`src/dpt_pkg.sv`:
```
// constants shared by the dual prescaled down timer
// assumes one system clock; registers reached over apb, one word each
// Overview of operation
// RULE1: count reaching zero sets zero flag bit7
// RULE2: software clears zero flag before new count
// RULE3: request raised while enable bit6 and flag
// RULE4: timer1 bit5 selects pin input or output
// RULE5: bit4 output level or input function
// RULE6: run bit3 low holds prescaler 7fh, stopped
// RULE7: tap code selects divide 1 to 128
// RULE8: timer1 registers at d4h, d3h, d2h
// RULE9: timer2 registers at d7h, d6h, d5h
// RULE10: prescaler register bit7 reads zero
// RULE11: software writes timer2 bit5 as one
// RULE12: prescaler fed by internal/12 or pin
// RULE13: pin mode counts edges or gated ticks
// RULE14: reset: count ffh, prescaler 7fh, control 0
// RULE15: count write beats decrement; 00h sets flag
// RULE16: flag and request held until cleared
// RULE17: counter wraps from zero to ffh
package dpt_pkg;

    // ****************************************
    // register indices, byte address is index times four
    // ****************************************
    localparam logic [7:0] DPT_IDX_T1_PSC = 8'hd2;
    localparam logic [7:0] DPT_IDX_T1_CNT = 8'hd3;
    localparam logic [7:0] DPT_IDX_T1_CTRL = 8'hd4;
    localparam logic [7:0] DPT_IDX_T2_PSC = 8'hd5;
    localparam logic [7:0] DPT_IDX_T2_CNT = 8'hd6;
    localparam logic [7:0] DPT_IDX_T2_CTRL = 8'hd7;
    localparam logic [7:0] DPT_IDX_IRQ_STAT = 8'hd8;
    localparam logic [7:0] DPT_IDX_IRQ_MASK = 8'hd9;

    // ****************************************
    // control register fields
    // ****************************************
    localparam int unsigned DPT_ZERO_BIT = 7;
    localparam int unsigned DPT_IRQEN_BIT = 6;
    localparam int unsigned DPT_DIR_BIT = 5;
    localparam int unsigned DPT_DOUT_BIT = 4;
    localparam int unsigned DPT_RUN_BIT = 3;
    localparam int unsigned DPT_TAP_LSB = 0;
    localparam int unsigned DPT_TAP_W = 3;

    // ****************************************
    // reset values and timing
    // ****************************************
    localparam logic [7:0] DPT_CNT_RST = 8'hff;
    localparam logic [6:0] DPT_PSC_RST = 7'h7f;
    localparam logic [7:0] DPT_CTRL_RST = 8'h00;
    localparam int unsigned DPT_FINT_DIV = 12;
    localparam int unsigned DPT_TICK_W = 4;

    // ****************************************
    // interrupt status and mask layout
    // ****************************************
    localparam int unsigned DPT_IRQ_T1 = 0;
    localparam int unsigned DPT_IRQ_T2 = 1;
    localparam int unsigned DPT_IRQ_W = 2;

endpackage : dpt_pkg

```
`src/dpt_chan.sv`:
```
// one 8-bit down counter with 7-bit prescaler and control register
// assumes writes are one-cycle strobes and tick_i a one-cycle pulse
`timescale 1ns/1ps
module dpt_chan #(
    parameter bit HAS_PIN = 1'b1
) (
    input wire logic sys_clk_i,
    input wire logic sys_rst_i,
    input wire logic ce_i,
    input wire logic tick_i,
    input wire logic pin_i,
    input wire logic wr_ctrl_i,
    input wire logic wr_cnt_i,
    input wire logic wr_psc_i,
    input wire logic [7:0] wdata_i,
    output logic [7:0] ctrl_o,
    output logic [7:0] cnt_o,
    output logic [6:0] psc_o,
    output logic zero_evt_o,
    output logic pin_o,
    output logic pin_oe_o
);

    typedef struct packed {
        logic [7:0] ctrl;
        logic [7:0] cnt;
        logic [6:0] timer1_prescaler_value;
        logic pin_prev;
        logic pin_q;
    } dpt_chan_t;

    dpt_chan_t state_reg;
    dpt_chan_t state_next;
    logic run;
    logic src;
    logic psc_dec;
    logic cnt_clk;
    logic hw_zero;
    logic [2:0] tap;
    logic [2:0] tap_idx;

    // ****************************************
    // counting logic
    // ****************************************
    always_comb
    begin
        state_next = state_reg;
        run = state_reg.ctrl[dpt_pkg::DPT_RUN_BIT];
        tap = state_reg.ctrl[dpt_pkg::DPT_TAP_LSB +: dpt_pkg::DPT_TAP_W];
        tap_idx = 3'(tap - 3'd1);
        state_next.pin_prev = pin_i;
        if (HAS_PIN && !state_reg.ctrl[dpt_pkg::DPT_DIR_BIT]) // RULE4
        begin
            if (state_reg.ctrl[dpt_pkg::DPT_DOUT_BIT]) // RULE13
                src = tick_i & pin_i;
            else
                src = pin_i & ~state_reg.pin_prev;
        end
        else
        begin
            src = tick_i; // RULE12
        end
        psc_dec = run & src;
        if (!run)
            state_next.timer1_prescaler_value = dpt_pkg::DPT_PSC_RST; // RULE6
        else if (wr_psc_i)
            state_next.timer1_prescaler_value = wdata_i[6:0];
        else if (psc_dec)
            state_next.timer1_prescaler_value = 7'(state_reg.timer1_prescaler_value - 7'h01);
        // tap bit rising edge clocks the counter; tap code 0 clocks it on every prescaler decrement
        if (tap == 3'h0)
            cnt_clk = psc_dec; // RULE7
        else
            cnt_clk = psc_dec & state_next.timer1_prescaler_value[tap_idx] & ~state_reg.timer1_prescaler_value[tap_idx];
        hw_zero = cnt_clk && (state_reg.cnt == 8'h01); // RULE1
        if (cnt_clk)
            state_next.cnt = 8'(state_reg.cnt - 8'h01); // RULE17
        if (wr_cnt_i)
        begin
            state_next.cnt = wdata_i; // RULE15
            hw_zero = (wdata_i == 8'h00);
        end
        if (wr_ctrl_i)
            state_next.ctrl = wdata_i;
        // hardware set wins over a software clear
        state_next.ctrl[dpt_pkg::DPT_ZERO_BIT] =
            state_next.ctrl[dpt_pkg::DPT_ZERO_BIT] | hw_zero; // RULE16
        // latch only in output mode, an input-mode pin keeps its driven level
        if (state_next.ctrl[dpt_pkg::DPT_ZERO_BIT] && !state_reg.ctrl[dpt_pkg::DPT_ZERO_BIT]
            && state_next.ctrl[dpt_pkg::DPT_DIR_BIT])
            state_next.pin_q = state_next.ctrl[dpt_pkg::DPT_DOUT_BIT]; // RULE5
    end

    always_ff @(posedge sys_clk_i or posedge sys_rst_i)
    begin
        if (sys_rst_i)
            state_reg <= '{ctrl: dpt_pkg::DPT_CTRL_RST, cnt: dpt_pkg::DPT_CNT_RST,
                           timer1_prescaler_value: dpt_pkg::DPT_PSC_RST, pin_prev: 1'b0, pin_q: 1'b0}; // RULE14
        else if (ce_i)
            state_reg <= state_next;
    end

    assign ctrl_o = state_reg.ctrl;
    assign cnt_o = state_reg.cnt;
    assign psc_o = state_reg.timer1_prescaler_value;
    assign zero_evt_o = ce_i & state_next.ctrl[dpt_pkg::DPT_ZERO_BIT]
                        & ~state_reg.ctrl[dpt_pkg::DPT_ZERO_BIT];
    assign pin_o = HAS_PIN ? state_reg.pin_q : 1'b0;
    assign pin_oe_o = HAS_PIN ? state_reg.ctrl[dpt_pkg::DPT_DIR_BIT] : 1'b0; // RULE4

endmodule : dpt_chan

```
`src/dpt_top.sv`:
```
// dual prescaled down timer with apb register access and interrupt
// assumes apb master and timer pin synchronous to sys_clk_i
`timescale 1ns/1ps
module dpt_top #(
    parameter int unsigned ADDR_W = 12,
    parameter int unsigned FINT_DIV = dpt_pkg::DPT_FINT_DIV
) (
    input wire logic sys_clk_i,
    input wire logic sys_rst_i,
    input wire logic ce_i,
    input wire logic psel_i,
    input wire logic penable_i,
    input wire logic pwrite_i,
    input wire logic [ADDR_W-1:0] paddr_i,
    input wire logic [31:0] pwdata_i,
    input wire logic [3:0] pstrb_i,
    output logic [31:0] prdata_o,
    output logic pready_o,
    output logic pslverr_o,
    input wire logic timer_pin_i,
    output logic timer_pin_o,
    output logic timer_pin_oe_o,
    output logic timer1_irq_o,
    output logic timer2_irq_o,
    output logic irq_o
);

    // ****************************************
    // elaboration checks
    // ****************************************
    generate
        if (ADDR_W < 10)
        begin : g_bad_addr
            $error("address width too small for register map");
        end
        if (FINT_DIV < 2 || FINT_DIV > 15)
        begin : g_bad_div
            $error("internal divider out of range");
        end
    endgenerate

    localparam logic [dpt_pkg::DPT_TICK_W-1:0] TICK_LAST =
        dpt_pkg::DPT_TICK_W'(FINT_DIV - 1);

    // ****************************************
    // state
    // ****************************************
    typedef struct packed {
        logic [dpt_pkg::DPT_TICK_W-1:0] tick_cnt;
        logic [31:0] prdata;
        logic slverr;
        logic [dpt_pkg::DPT_IRQ_W-1:0] stat;
        logic [dpt_pkg::DPT_IRQ_W-1:0] mask;
    } dpt_top_t;

    dpt_top_t state_reg;
    dpt_top_t state_next;

    logic setup;
    logic access;
    logic wr_acc;
    logic tick;
    logic hit_t1_psc;
    logic hit_t1_cnt;
    logic hit_t1_ctrl;
    logic hit_t2_psc;
    logic hit_t2_cnt;
    logic hit_t2_ctrl;
    logic hit_stat;
    logic hit_mask;
    logic hit_any;
    logic [31:0] rd_mux;
    logic [7:0] wbyte;
    logic [7:0] t1_ctrl;
    logic [7:0] t1_cnt;
    logic [6:0] t1_psc;
    logic [7:0] t2_ctrl;
    logic [7:0] t2_cnt;
    logic [6:0] t2_psc;
    logic t1_zero_evt;
    logic t2_zero_evt;
    logic [dpt_pkg::DPT_IRQ_W-1:0] evt;
    logic [dpt_pkg::DPT_IRQ_W-1:0] clr;

    // ****************************************
    // address decode
    // ****************************************
    function automatic logic hit(input logic [ADDR_W-1:0] a, input logic [7:0] idx);
        hit = (a == ADDR_W'({idx, 2'b00}));
    endfunction : hit

    always_comb
    begin
        hit_t1_psc = hit(paddr_i, dpt_pkg::DPT_IDX_T1_PSC); // RULE8
        hit_t1_cnt = hit(paddr_i, dpt_pkg::DPT_IDX_T1_CNT); // RULE8
        hit_t1_ctrl = hit(paddr_i, dpt_pkg::DPT_IDX_T1_CTRL); // RULE8
        hit_t2_psc = hit(paddr_i, dpt_pkg::DPT_IDX_T2_PSC); // RULE9
        hit_t2_cnt = hit(paddr_i, dpt_pkg::DPT_IDX_T2_CNT); // RULE9
        hit_t2_ctrl = hit(paddr_i, dpt_pkg::DPT_IDX_T2_CTRL); // RULE9
        hit_stat = hit(paddr_i, dpt_pkg::DPT_IDX_IRQ_STAT);
        hit_mask = hit(paddr_i, dpt_pkg::DPT_IDX_IRQ_MASK);
        hit_any = hit_t1_psc | hit_t1_cnt | hit_t1_ctrl | hit_t2_psc | hit_t2_cnt
                  | hit_t2_ctrl | hit_stat | hit_mask;
    end

    // ****************************************
    // apb phases
    // ****************************************
    assign setup = psel_i & ~penable_i;
    assign access = psel_i & penable_i;
    // write lands only on the completing edge
    assign wr_acc = access & pwrite_i & ce_i & ~state_reg.slverr;
    // byte lane 0 carries every register
    assign wbyte = pstrb_i[0] ? pwdata_i[7:0] : rd_mux[7:0];

    // ****************************************
    // read data mux
    // ****************************************
    always_comb
    begin
        rd_mux = 32'h0000_0000;
        if (hit_t1_psc)
            rd_mux = {25'h000_0000, t1_psc}; // RULE10
        else if (hit_t1_cnt)
            rd_mux = {24'h00_0000, t1_cnt};
        else if (hit_t1_ctrl)
            rd_mux = {24'h00_0000, t1_ctrl};
        else if (hit_t2_psc)
            rd_mux = {25'h000_0000, t2_psc}; // RULE10
        else if (hit_t2_cnt)
            rd_mux = {24'h00_0000, t2_cnt};
        else if (hit_t2_ctrl)
            rd_mux = {24'h00_0000, t2_ctrl};
        else if (hit_stat)
            rd_mux = {30'h0000_0000, state_reg.stat};
        else if (hit_mask)
            rd_mux = {30'h0000_0000, state_reg.mask};
    end

    // ****************************************
    // internal clock divided by FINT_DIV, twelve by default
    // ****************************************
    assign tick = (state_reg.tick_cnt == TICK_LAST); // RULE12

    // ****************************************
    // timer channels
    // ****************************************
    dpt_chan #(
        .HAS_PIN(1'b1)
    ) u_timer1 (
        .sys_clk_i(sys_clk_i),
        .sys_rst_i(sys_rst_i),
        .ce_i(ce_i),
        .tick_i(tick),
        .pin_i(timer_pin_i),
        .wr_ctrl_i(wr_acc & hit_t1_ctrl),
        .wr_cnt_i(wr_acc & hit_t1_cnt),
        .wr_psc_i(wr_acc & hit_t1_psc),
        .wdata_i(wbyte),
        .ctrl_o(t1_ctrl),
        .cnt_o(t1_cnt),
        .psc_o(t1_psc),
        .zero_evt_o(t1_zero_evt),
        .pin_o(timer_pin_o),
        .pin_oe_o(timer_pin_oe_o)
    );

    dpt_chan #(
        .HAS_PIN(1'b0)
    ) u_timer2 (
        .sys_clk_i(sys_clk_i),
        .sys_rst_i(sys_rst_i),
        .ce_i(ce_i),
        .tick_i(tick),
        .pin_i(1'b0),
        .wr_ctrl_i(wr_acc & hit_t2_ctrl),
        .wr_cnt_i(wr_acc & hit_t2_cnt),
        .wr_psc_i(wr_acc & hit_t2_psc),
        .wdata_i(wbyte),
        .ctrl_o(t2_ctrl),
        .cnt_o(t2_cnt),
        .psc_o(t2_psc),
        .zero_evt_o(t2_zero_evt),
        .pin_o(),
        .pin_oe_o()
    );

    // ****************************************
    // next state
    // ****************************************
    always_comb
    begin
        state_next = state_reg;
        if (tick)
            state_next.tick_cnt = '0;
        else
            state_next.tick_cnt = dpt_pkg::DPT_TICK_W'(state_reg.tick_cnt + 1'b1);
        // read data and error captured in setup, presented in access
        if (setup)
        begin
            state_next.prdata = pwrite_i ? 32'h0000_0000 : rd_mux;
            state_next.slverr = ~hit_any;
        end
        evt = '0;
        evt[dpt_pkg::DPT_IRQ_T1] = t1_zero_evt;
        evt[dpt_pkg::DPT_IRQ_T2] = t2_zero_evt;
        clr = '0;
        if (wr_acc && hit_stat)
            clr = wbyte[dpt_pkg::DPT_IRQ_W-1:0];
        // a new event wins over a simultaneous clear
        state_next.stat = (state_reg.stat & ~clr) | evt;
        if (wr_acc && hit_mask)
            state_next.mask = wbyte[dpt_pkg::DPT_IRQ_W-1:0];
    end

    always_ff @(posedge sys_clk_i or posedge sys_rst_i)
    begin
        if (sys_rst_i)
            state_reg <= '{tick_cnt: '0, prdata: 32'h0000_0000, slverr: 1'b0,
                           stat: '0, mask: '0};
        else if (ce_i)
            state_reg <= state_next;
    end

    // ****************************************
    // outputs
    // ****************************************
    assign prdata_o = state_reg.prdata;
    // a frozen block stretches the access phase
    assign pready_o = ce_i;
    assign pslverr_o = access & state_reg.slverr;
    assign timer1_irq_o = t1_ctrl[dpt_pkg::DPT_ZERO_BIT]
                          & t1_ctrl[dpt_pkg::DPT_IRQEN_BIT]; // RULE3
    assign timer2_irq_o = t2_ctrl[dpt_pkg::DPT_ZERO_BIT]
                          & t2_ctrl[dpt_pkg::DPT_IRQEN_BIT]; // RULE3
    assign irq_o = |(state_reg.stat & state_reg.mask);

endmodule : dpt_top

```
`config.mk`:
```
export PLATFORM = sky130hd
export DESIGN_NAME = dpt_top
export DESIGN_NICKNAME = d
export VERILOG_FILES = /design/src/dpt_pkg.sv /design/src/dpt_chan.sv /design/src/dpt_top.sv
export SDC_FILE = /design/constraint.sdc
export NUM_CORES = 1
export LEC_CHECK = 0
export BUFFER_PORTS_ARGS = -buffer_cell sky130_fd_sc_hd__buf_2
export CAP_MARGIN = 15
export CELL_PAD_IN_SITES_DETAIL_PLACEMENT = 1
export CELL_PAD_IN_SITES_GLOBAL_PLACEMENT = 2
export CORE_MARGIN = 2
export CORE_UTILIZATION = 37
export DETAILED_ROUTE_END_ITERATION = 12
export GPL_TIMING_DRIVEN = 0
export PLACE_DENSITY_LB_ADDON = 0.1
export SYNTH_ARGS = -nofsm -noshare
export SYNTH_HDL_FRONTEND = slang
export SYNTH_SLANG_ARGS = --single-unit
```
`constraint.sdc`:
```
create_clock -name sys_clk_i -period 5.6 [get_ports sys_clk_i]
set_clock_uncertainty 0.2 [all_clocks]
set_input_delay 0.56 -clock sys_clk_i [delete_from_list [all_inputs] [get_ports sys_clk_i]]
set_output_delay 0.56 -clock sys_clk_i [all_outputs]
set_load 0.05 [all_outputs]
```
==> results.md, run 1 <==
* Outcome: complete, no violations
* Number of flops mapped to enable cells by yosys at 0
* Die H at 127 um
* Root buf cell: clkbuf_16
* Register area at 1660 um^2
* RSZ-0062 raised after global routing: false
* Final hold violation count at 0
* Fillers at 1765
* Slew Viols, Final at 0
* Final ANT Viol Nets at 0
* First-pass GRT wire length at 34.3 mm
* Drt total wl at 22.2 mm
* Worst-Skew Late Latency at 360 ps
* Largest net degree at the start of global routing at 66
* Synth Cell Area at 5560 um^2
* Finished Layout Cells at 930
* CP Launch Type: primary input
* Power Dens Cells at 287 nW/um^2
* Gr usage total at 28.0%
* Nets at 807
* Reg clk slew, reported paths at 60 ps
* Drt first pass iters at 5
* Setup crit end kind: flop
* Detailed placement HPWL at 16.5 mm
* Gpl congestion at 0.964
* Final setup TNS at 0 ps
* CP Class: primary input to flop
* F_max at 224 MHz
* 1st-iter DRT viols at 498
* Synth cell types at 91
* CTS-repair resized insts at 0
* Syn Inst Count at 665
* Layout cell share with drive strength beyond 1 at 22.9%
* Die Area at 16000 um^2
* Core area at 14600 um^2
* Multi-input logic area at 3470 um^2
* Yosys Warn Count at 0
* CTS max path bufs at 2
* Sequential share of the synthesized area at 29.9%
* Slew at the pin closest to its max-slew limit at 1140 ps
* Worst VDD drop at 0.162 mV
* Die W at 127 um
* Period Utilization, post-route at 79.7%
* Placed cell count at 914
* Tmin final at 4470 ps
* Synth area leader: dfrtp_1
* TritonCTS Sinks at 65
* Synth area leaders: dfrtp_1, dfstp_2, buf_4, nand2_1, o21ai_0
* P&R area growth vs syn at 15.5%
* CP max FO at 7
* I/O pins at 94
* Vias at 5618
* Vias in the first global route at 5760
* CTS Hold Bufs at 0
* Top FF cell, synth: dfrtp_1
* Avg WL per Cell at 23.9 um
* TritonCTS clock tree: done
* Worst EP required at 5680 ps
* Total CTS buffers at 9
* Yosys reg bits at 65
* Setup Buffers After CTS at 0
* Count leader, synth: nand2_1
* Synth top area share at 15.8%
* Initial core utilization at 38.1%
* Synth async-reset ratio at 100%
* Place WS at 1010 ps
* Synth cell count leaders: nand2_1, nor2_1, o21ai_0, dfrtp_1, buf_4
* # DRC at 0
* N_diodes at 0
* Leakage at 2.65 nW
* Setup violators final at 0
* Vias per cell at 6.04
* Fin util at 44.0%
* Rel. slew slack at 23.6%
* Max FFs per register at 9
* Setup ws final at 1130 ps
* Antenna violations before repair at 0
* Arrival time at the worst endpoint at 4550 ps
* Final Power at 1.85 mW
* GR Overflow Total at 0
* HP Class: primary input to async pin
* Synthesized area per cell at 8.36 um^2
* Max-Cap Viols at 0
* H-Tree Depth at 3
* Placement Rows at 44
* Port Buf Inserts at 41
[area by class of cell]
class / count / share of cell area, %
clock inverters: 6 / 1.42
multi-input cells: 526 / 54.0
repair buffers: 42 / 3.31
clock buffers: 10 / 3.72
inverters: 30 / 1.79
flip-flops and latches: 65 / 25.9
well taps: 184 / 3.59
plain buffers: 67 / 6.27
[worst paths after layout]
path,start,end,slack (ps),cells past startpoint
min in group sys_clk_i,timer_pin_i,u_timer1.state_reg[1],270,2
worst min-delay path,sys_rst_i,state_reg[38],200,2
max in group asynchronous,sys_rst_i,prdata_o[1],4440,2
worst max-delay path,paddr_i[5],u_timer2.cnt_o[6],1130,11
worst min register to register,prdata_o[6],prdata_o[6],280,2
worst max register to register,u_timer2.ctrl_o[0],u_timer2.cnt_o[6],1150,14
[per-stage QoR]
| step | area (um^2) | hold WS [ps] |
|---|---|---|
| after floorplan | 5650 | 244 |
| after global placement | 6080 | 266 |
| after detailed placement | 6090 | 265 |
| after CTS | 6420 | 237 |
| after global routing | 6420 | 270 |
| final | 6420 | 197 |
[layer usage]
layer	part of all wire (%)	global-route usage, %	up-vias	routed length, um
met5	0	0	-	0
li1	-	-	2567	-
met2	45	42.6	205	9900
met1	46	38.7	2804	10100
met4	3.0	11.0	0	673
met3	6.9	6.45	42	1530
[worst max-delay path, stage by stage]
cell	delay, ps
buf_2	130
nor3b_1	710
o2111ai_1	500
a21oi_1	440
o32ai_2	320
a41oi_1	360
a41oi_1	170
o32ai_2	570
nand4_2	220
o31a_1	280
o31a_1	270
[cell families (layout without fill, tap and decap cells)]
group	Yosys count	count (layout)	synth area share (%)
AO/OA/AOI/OAI	188	188	23.5
XOR/XNOR	15	15	2.36
adder cells (fa/ha/maj)	11	11	2.48
buffers and inverters	97	155	9.27
flip-flops	65	65	29.9
multiplexers	24	24	4.97
other	1	24	0.0675
AND/OR/NAND/NOR	264	264	27.4
[report_power, final]
part / switching (mW) / internal [mW] / total (mW)
clock network: 0.244 / 0.403 / 0.648
registers: 0.105 / 0.577 / 0.682
logic: 0.319 / 0.198 / 0.517
[cells in the final DEF, fill, tap and decap left out, types with 6 or more instances in the layout]
cell type,Yosys,routed
buf_2,6,47
ha_1,11,11
nor3_1,17,17
and3_1,8,8
dfstp_2,30,30
nand3_1,23,23
nor4_1,7,7
nand2_1,62,62
o211ai_1,9,9
clkbuf_1,21,21
o31ai_1,6,6
nor2_1,55,55
nand2b_1,11,11
or3_1,10,10
xor2_1,10,10
a22o_1,9,9
inv_1,27,26
buf_4,34,35
a22oi_1,7,7
mux2_2,9,9
conb_1,1,24
nand4_1,9,9
clkbuf_16,0,9
mux2i_1,13,13
a21oi_1,32,32
dfrtp_1,35,35
o21a_1,6,6
o21ai_0,46,46
a31oi_1,8,8
nand3b_1,6,6
o311ai_0,6,6
a211oi_1,7,7
(Power assumes the default switching activity.)
==> inputs of run 2 (changes only) <==
--- a/config.mk
+++ b/config.mk
@@ -10,7 +10,7 @@
 export CELL_PAD_IN_SITES_DETAIL_PLACEMENT = 1
 export CELL_PAD_IN_SITES_GLOBAL_PLACEMENT = 2
 export CORE_MARGIN = 2
-export CORE_UTILIZATION = 37
+export CORE_UTILIZATION = 31
 export DETAILED_ROUTE_END_ITERATION = 12
 export GPL_TIMING_DRIVEN = 0
 export PLACE_DENSITY_LB_ADDON = 0.1
==> constraint.sdc (replaced) <==
create_clock -name sys_clk_i -period 3.75 [get_ports sys_clk_i]
set_clock_uncertainty 0.2 [all_clocks]
set_input_delay 0.375 -clock sys_clk_i [delete_from_list [all_inputs] [get_ports sys_clk_i]]
set_output_delay 0.375 -clock sys_clk_i [all_outputs]
set_load 0.05 [all_outputs]
==> results.md, run 2 (synthesis results as in run 1) <==
* Gpl congestion at 0.920 (-4.5%)
* Worst-Skew Late Latency at 350 ps (about the same)
* Crit path max-delay cell type: o21ai_0
* Core area at 17400 um^2 (+19%)
* CP Class: flop to flop
* GR Overflow Total at 0 (unchanged)
* Die H at 138 um (+9.0%)
* Fillers at 2111 (+20%)
* CTS Hold Bufs at 0 (unchanged)
* Port Buf Inserts at 41 (unchanged)
* Worst path max stage delay at 440 ps (-270 ps)
* Layout cell share with drive strength beyond 1 at 27.7% (+4.8 points)
* FF-to-FF Start: state_reg[4]
* Final hold violation count at 0 (unchanged)
* CP max FO at 8 (+1)
* Rel. slew slack at 38.4% (+15 points)
* CTS max path bufs at 2 (unchanged)
* Initial core utilization at 31.9% (-6.2 points)
* Power share of the clock group at 33.0% (-2.1 points)
* 1st-iter DRT viols at 371 (-26%)
* Slew Viols, Final at 0 (unchanged)
* Worst VDD drop at 0.216 mV (+33%)
* Setup violators final at 0 (unchanged)
* Drt total wl at 23.4 mm (+5.1%)
* Largest net degree at the start of global routing at 66 (unchanged)
* Placement Rows at 48 (+9.1%)
* Hold WS at 17.9 ps (-180 ps)
* Vias at 5689 (+1.3%)
* Multi-input logic area at 3610 um^2 (+4.0%)
* Commonest cells after routing, fill and taps aside: nand2_1, nor2_1, buf_4
* Leakage at 2.74 nW (+3.7%)
* First-pass GRT wire length at 35.3 mm (+2.7%)
* Max FFs per register at 9 (unchanged)
* Gr usage total at 25.3% (-2.8 points)
* Setup ws final at 40.8 ps (-1090 ps)
* Final setup TNS at 0 ps (unchanged)
* Setup crit end kind: flop
* Final ANT Viol Nets at 0 (unchanged)
* Tmin final at 3710 ps
* CP startpoint: state_reg[4]
* CP Launch Type: flop
* Drt first pass iters at 4 (-1)
* Vias in the first global route at 5739 (-0.36%)
* Detailed placement HPWL at 17.2 mm (+4.0%)
* TritonCTS Sinks at 65 (unchanged)
* Most common cell after layout, fill and taps aside: nand2_1
* Nets at 823 (+2.0%)
* N_diodes at 0 (unchanged)
* Worst EP required at 3780 ps (-1900 ps)
* Reg clk slew, reported paths at 60 ps (about the same)
* Avg WL per Cell at 23.7 um (-0.94%)
* Power Dens Cells at 404 nW/um^2 (+40%)
* Register area at 1670 um^2 (+0.15%)
* I/O pins at 94 (unchanged)
* Max-Cap Viols at 0 (unchanged)
* Slew at the pin closest to its max-slew limit at 924 ps (-217 ps)
* Antenna violations before repair at 0 (unchanged)
* TritonCTS clock tree: done
* Worst Path Buf+Inv at 0 (-1)
* Die Area at 19000 um^2 (+19%)
* HP Class: primary input to async pin
* P&R area growth vs syn at 21.0%
* NetSw at 0.982 mW (+47%)
* Total CTS buffers at 9 (unchanged)
* Crit path cell chain: nand4b_1 -> nor4_4 -> nand2_2 -> o21ai_0 -> a2111oi_0 -> a211oi_1 -> and3_1 -> o21ai_2 -> or2_2 -> o311ai_0
* Critical path's top delay family: simple AND/OR/NAND/NOR gates
* Fin util at 38.6% (-5.4 points)
* Vias per cell at 5.76 (-4.6%)
* Die W at 138 um (+9.0%)
* Sw frac at 36.2% (about the same)
* Share of power burned in registers at 37.5% (+0.6 points)
* Post-route design area at 6730 um^2 (+4.7%)
* Placed Area at 6140 um^2 (+0.84%)
* RSZ-0062 raised after global routing: true
* Root buf cell: clkbuf_16
* P_int at 1.73 mW (+47%)
* Arrival time at the worst endpoint at 3740 ps (-810 ps)
* Place WS at -693 ps (-1700 ps)
* Outcome: complete, no violations
* Period Utilization, post-route at 98.9%
* Comb pwr share at 29.5% (+1.5 points)
* H-Tree Depth at 3 (unchanged)
* Flop-to-flop setup slack at 40 ps (-1110 ps)
* # DRC at 0 (unchanged)
* F_max at 270 MHz
run 2: cell count changes in the layout (fill, tap and decap cells not counted), moves of 3 or more:
cell | before | now
buf_4 | 35 | 54
nor3_2 | 0 | 3
nor3_1 | 17 | 14
clkinv_4 | 3 | 0
run 2: per-stage QoR:
step / power, mW / cells
finish: 2.71 / 987
global route: 2.86 / 987
CTS: 2.70 / 971
detailed placement: 1.78 / 955
global placement: 1.75 / 954
floorplan: 1.52 / 688
run 2: worst paths after layout:
kind,endpoint,cells after the start
setup reg to reg,u_timer1.cnt_o[3],10
min in group sys_clk_i,u_timer1.state_reg[1],2
hold / removal,u_timer2.ctrl_o[7],2
setup / recovery,u_timer1.cnt_o[3],10
max in group asynchronous,u_timer1.ctrl_o[0],2
hold reg to reg,u_timer2.ctrl_o[4],2
run 2: cell type report:
| type | count | area share (%) |
|---|---|---|
| buffer | 64 | 5.86 |
| clock buffer | 14 | 3.93 |
| clock inverter | 2 | 0.558 |
| inverter | 30 | 1.79 |
| multi-input combinational | 526 | 53.6 |
| sequential | 65 | 24.8 |
| tap | 225 | 4.19 |
| timing repair buffer | 61 | 5.28 |
run 2: repair_timing:
action,4_1_cts,5_1_grt
gates resized for setup,15,17
endpoints found under the setup margin,21,16
pin swaps,0,4
setup buffers,3,16
run 2: power groups by stage:
stage / registers [mW] / logic (mW) / clock network [mW]
final: 1.02 / 0.800 / 0.896
after global routing: 1.04 / 0.880 / 0.940
after CTS: 1.01 / 0.777 / 0.911
after detailed placement: 1.02 / 0.760 / 0
after global placement: 1.02 / 0.736 / 0
after floorplan: 0.955 / 0.564 / 0
run 2: routing by layer:
| metal | global-route usage [%] | wire (um) | up-vias | share of wire, % |
|---|---|---|---|---|
| met5 | 0 | 0 | - | 0 |
| met4 | 8.22 | 610 | 0 | 2.6 |
| met3 | 3.65 | 1040 | 36 | 4.4 |
| met2 | 40.1 | 10800 | 179 | 46 |
| met1 | 35.4 | 10900 | 2859 | 47 |
| li1 | - | - | 2615 | - |
==> inputs of run 3 (changes only) <==
--- a/config.mk
+++ b/config.mk
@@ -14,6 +14,7 @@
 export DETAILED_ROUTE_END_ITERATION = 12
 export GPL_TIMING_DRIVEN = 0
 export PLACE_DENSITY_LB_ADDON = 0.1
+export REMOVE_ABC_BUFFERS = 1
 export SYNTH_ARGS = -nofsm -noshare
 export SYNTH_HDL_FRONTEND = slang
 export SYNTH_SLANG_ARGS = --single-unit
==> results.md, run 3 (synthesis results as in run 1) <==
* Outcome: complete, no violations
* Most common cell after layout, fill and taps aside: nand2_1
* CP Launch Type: flop
* Crit path cell chain: clkinvlp_4 -> ha_1 -> xor2_2 -> mux2_2 -> a21oi_1 -> o21a_1 -> nand2b_1 -> a211oi_1 -> and3_1 -> o21ai_4 -> or4b_2 -> nand3_1
* Final setup TNS at 0 ps (unchanged)
* Vias at 5425 (-4.6%)
* Max FFs per register at 9 (unchanged)
* Nets at 774 (-6.0%)
* Place WS at -1790 ps (-1100 ps)
* Drt first pass iters at 4 (unchanged)
* P&R area growth vs syn at 17.8%
* Flop-to-flop setup slack at 210 ps (+170 ps)
* Largest net degree at the start of global routing at 43 (-35%)
* Finished Layout Cells at 938 (-5.0%)
* Die Area at 19000 um^2 (unchanged)
* First-pass GRT wire length at 33.1 mm (-6.1%)
* Worst VDD drop at 0.216 mV (about the same)
* Placed Area at 5800 um^2 (-5.6%)
* N_diodes at 0 (unchanged)
* Final hold violation count at 0 (unchanged)
* Rel. slew slack at 56.5% (+18 points)
* Port Buf Inserts at 42 (+2.4%)
* Hold_sp: timer_pin_i
* Reg clk slew, reported paths at 60 ps (about the same)
* TritonCTS clock tree: done
* R2R cell count at 12 (+2)
* F_max at 282 MHz (+4.7%)
* RSZ-0062 raised after global routing: false
* CTS max path bufs at 2 (unchanged)
* Avg WL per Cell at 23.2 um (-2.1%)
* Antenna violations before repair at 0 (unchanged)
* Vias in the first global route at 5457 (-4.9%)
* Commonest cells after routing, fill and taps aside: nand2_1, nor2_1, o21ai_0
* FF-to-FF Start: u_timer1.ctrl_o[0]
* Gpl congestion at 0.855 (-7.1%)
* HP Class: primary input to flop
* Reg-to-reg endpoint: u_timer1.cnt_o[6]
* Drt total wl at 21.7 mm (-7.0%)
* Initial core utilization at 31.9% (unchanged)
* CP max FO at 12 (+4)
* Worst hold path depth at 2
* Setup crit end kind: flop
* Setup violators final at 0 (unchanged)
* Slew at the pin closest to its max-slew limit at 648 ps (-276 ps)
* Critical path's top delay family: simple AND/OR/NAND/NOR gates
* Worst-Skew Late Latency at 350 ps (about the same)
* Setup ws final at 207 ps (+166 ps)
* Hold WS at 91.9 ps (+74.1 ps)
* Detailed placement HPWL at 15.6 mm (-9.6%)
* Crit path max-delay cell type: or4b_2
* Root buf cell: clkbuf_16
* Worst EP required at 3840 ps (+60 ps)
* Total CTS buffers at 9 (unchanged)
* Worst path max stage delay at 660 ps (+220 ps)
* I/O pins at 94 (unchanged)
* Post-route design area at 6550 um^2 (-2.6%)
* Leakage at 2.60 nW (-5.3%)
* Hold endpoint: u_timer1.state_reg[1]
* Max-Cap Viols at 0 (unchanged)
* Placement Rows at 48 (unchanged)
* Tmin final at 3540 ps (-166 ps)
* Worst Path Buf+Inv at 1 (+1)
* H-Tree Depth at 3 (unchanged)
* Vias per cell at 5.78 (+0.34%)
* Die W at 138 um (unchanged)
* Layout cell share with drive strength beyond 1 at 25.9% (-1.7 points)
* Period Utilization, post-route at 94.5% (-4.4 points)
* Final Power at 2.74 mW (+0.85%)
* Core area at 17400 um^2 (unchanged)
* Die H at 138 um (unchanged)
* Slew Viols, Final at 0 (unchanged)
* Arrival time at the worst endpoint at 3640 ps (-100 ps)
* Placed cell count at 892 (-6.6%)
* GR Overflow Total at 0 (unchanged)
* Fin util at 37.6% (-1.0 points)
* 1st-iter DRT viols at 286 (-23%)
* # DRC at 0 (unchanged)
* Power Dens Cells at 418 nW/um^2 (+3.5%)
* Gr usage total at 23.5% (-1.7 points)
* CP Class: flop to flop
* Final ANT Viol Nets at 0 (unchanged)
* TritonCTS Sinks at 65 (unchanged)
[run 3: worst max path at each step]
stage	start	to	slack (ps)	cells past startpoint
floorplan	paddr_i[8]	u_timer2.cnt_o[6]	7	10
CTS	ce_i	u_timer1.cnt_o[3]	0.4	11
global placement	paddr_i[11]	u_timer1.cnt_o[3]	-1940	10
global route	paddr_i[4]	u_timer2.cnt_o[6]	50	11
detailed placement	ce_i	u_timer2.ctrl_o[7]	-1790	11
finish	u_timer1.ctrl_o[0]	u_timer1.cnt_o[6]	210	12
[run 3: final cells by class]
class | count | area [um^2]
inverter | 30 | 124
multi-input combinational | 526 | 3650
timing repair buffer | 76 | 503
clock buffer | 11 | 243
clock inverter | 5 | 78.8
sequential | 65 | 1670
tap | 225 | 282
fill | 2100 | 10900
[run 3: power by group]
group,switching (mW),leakage (nW),internal [mW],total (mW)
clock network,0.357,0.159,0.600,0.957
logic,0.454,1.67,0.302,0.756
registers,0.163,0.765,0.862,1.02
[run 3: per-layer routing]
layer / part of all wire [%] / GRT usage, % / vias up / wire length [um]
met5: 0 / 0 / - / 0
met4: 2.3 / 9.52 / 0 / 506
met3: 5.1 / 3.36 / 29 / 1120
met2: 46 / 36.4 / 148 / 9960
met1: 47 / 33.0 / 2737 / 10100
li1: - / - / 2511 / -
[run 3: repair_timing]
item,4_1_cts,5_1_grt
gates resized for setup,27,15
pin swaps,4,5
endpoints found under the setup margin,29,15
buffers inserted,11,18
hold buffers,1,0
cloned,0,0
endpoints found under the hold margin,11,0
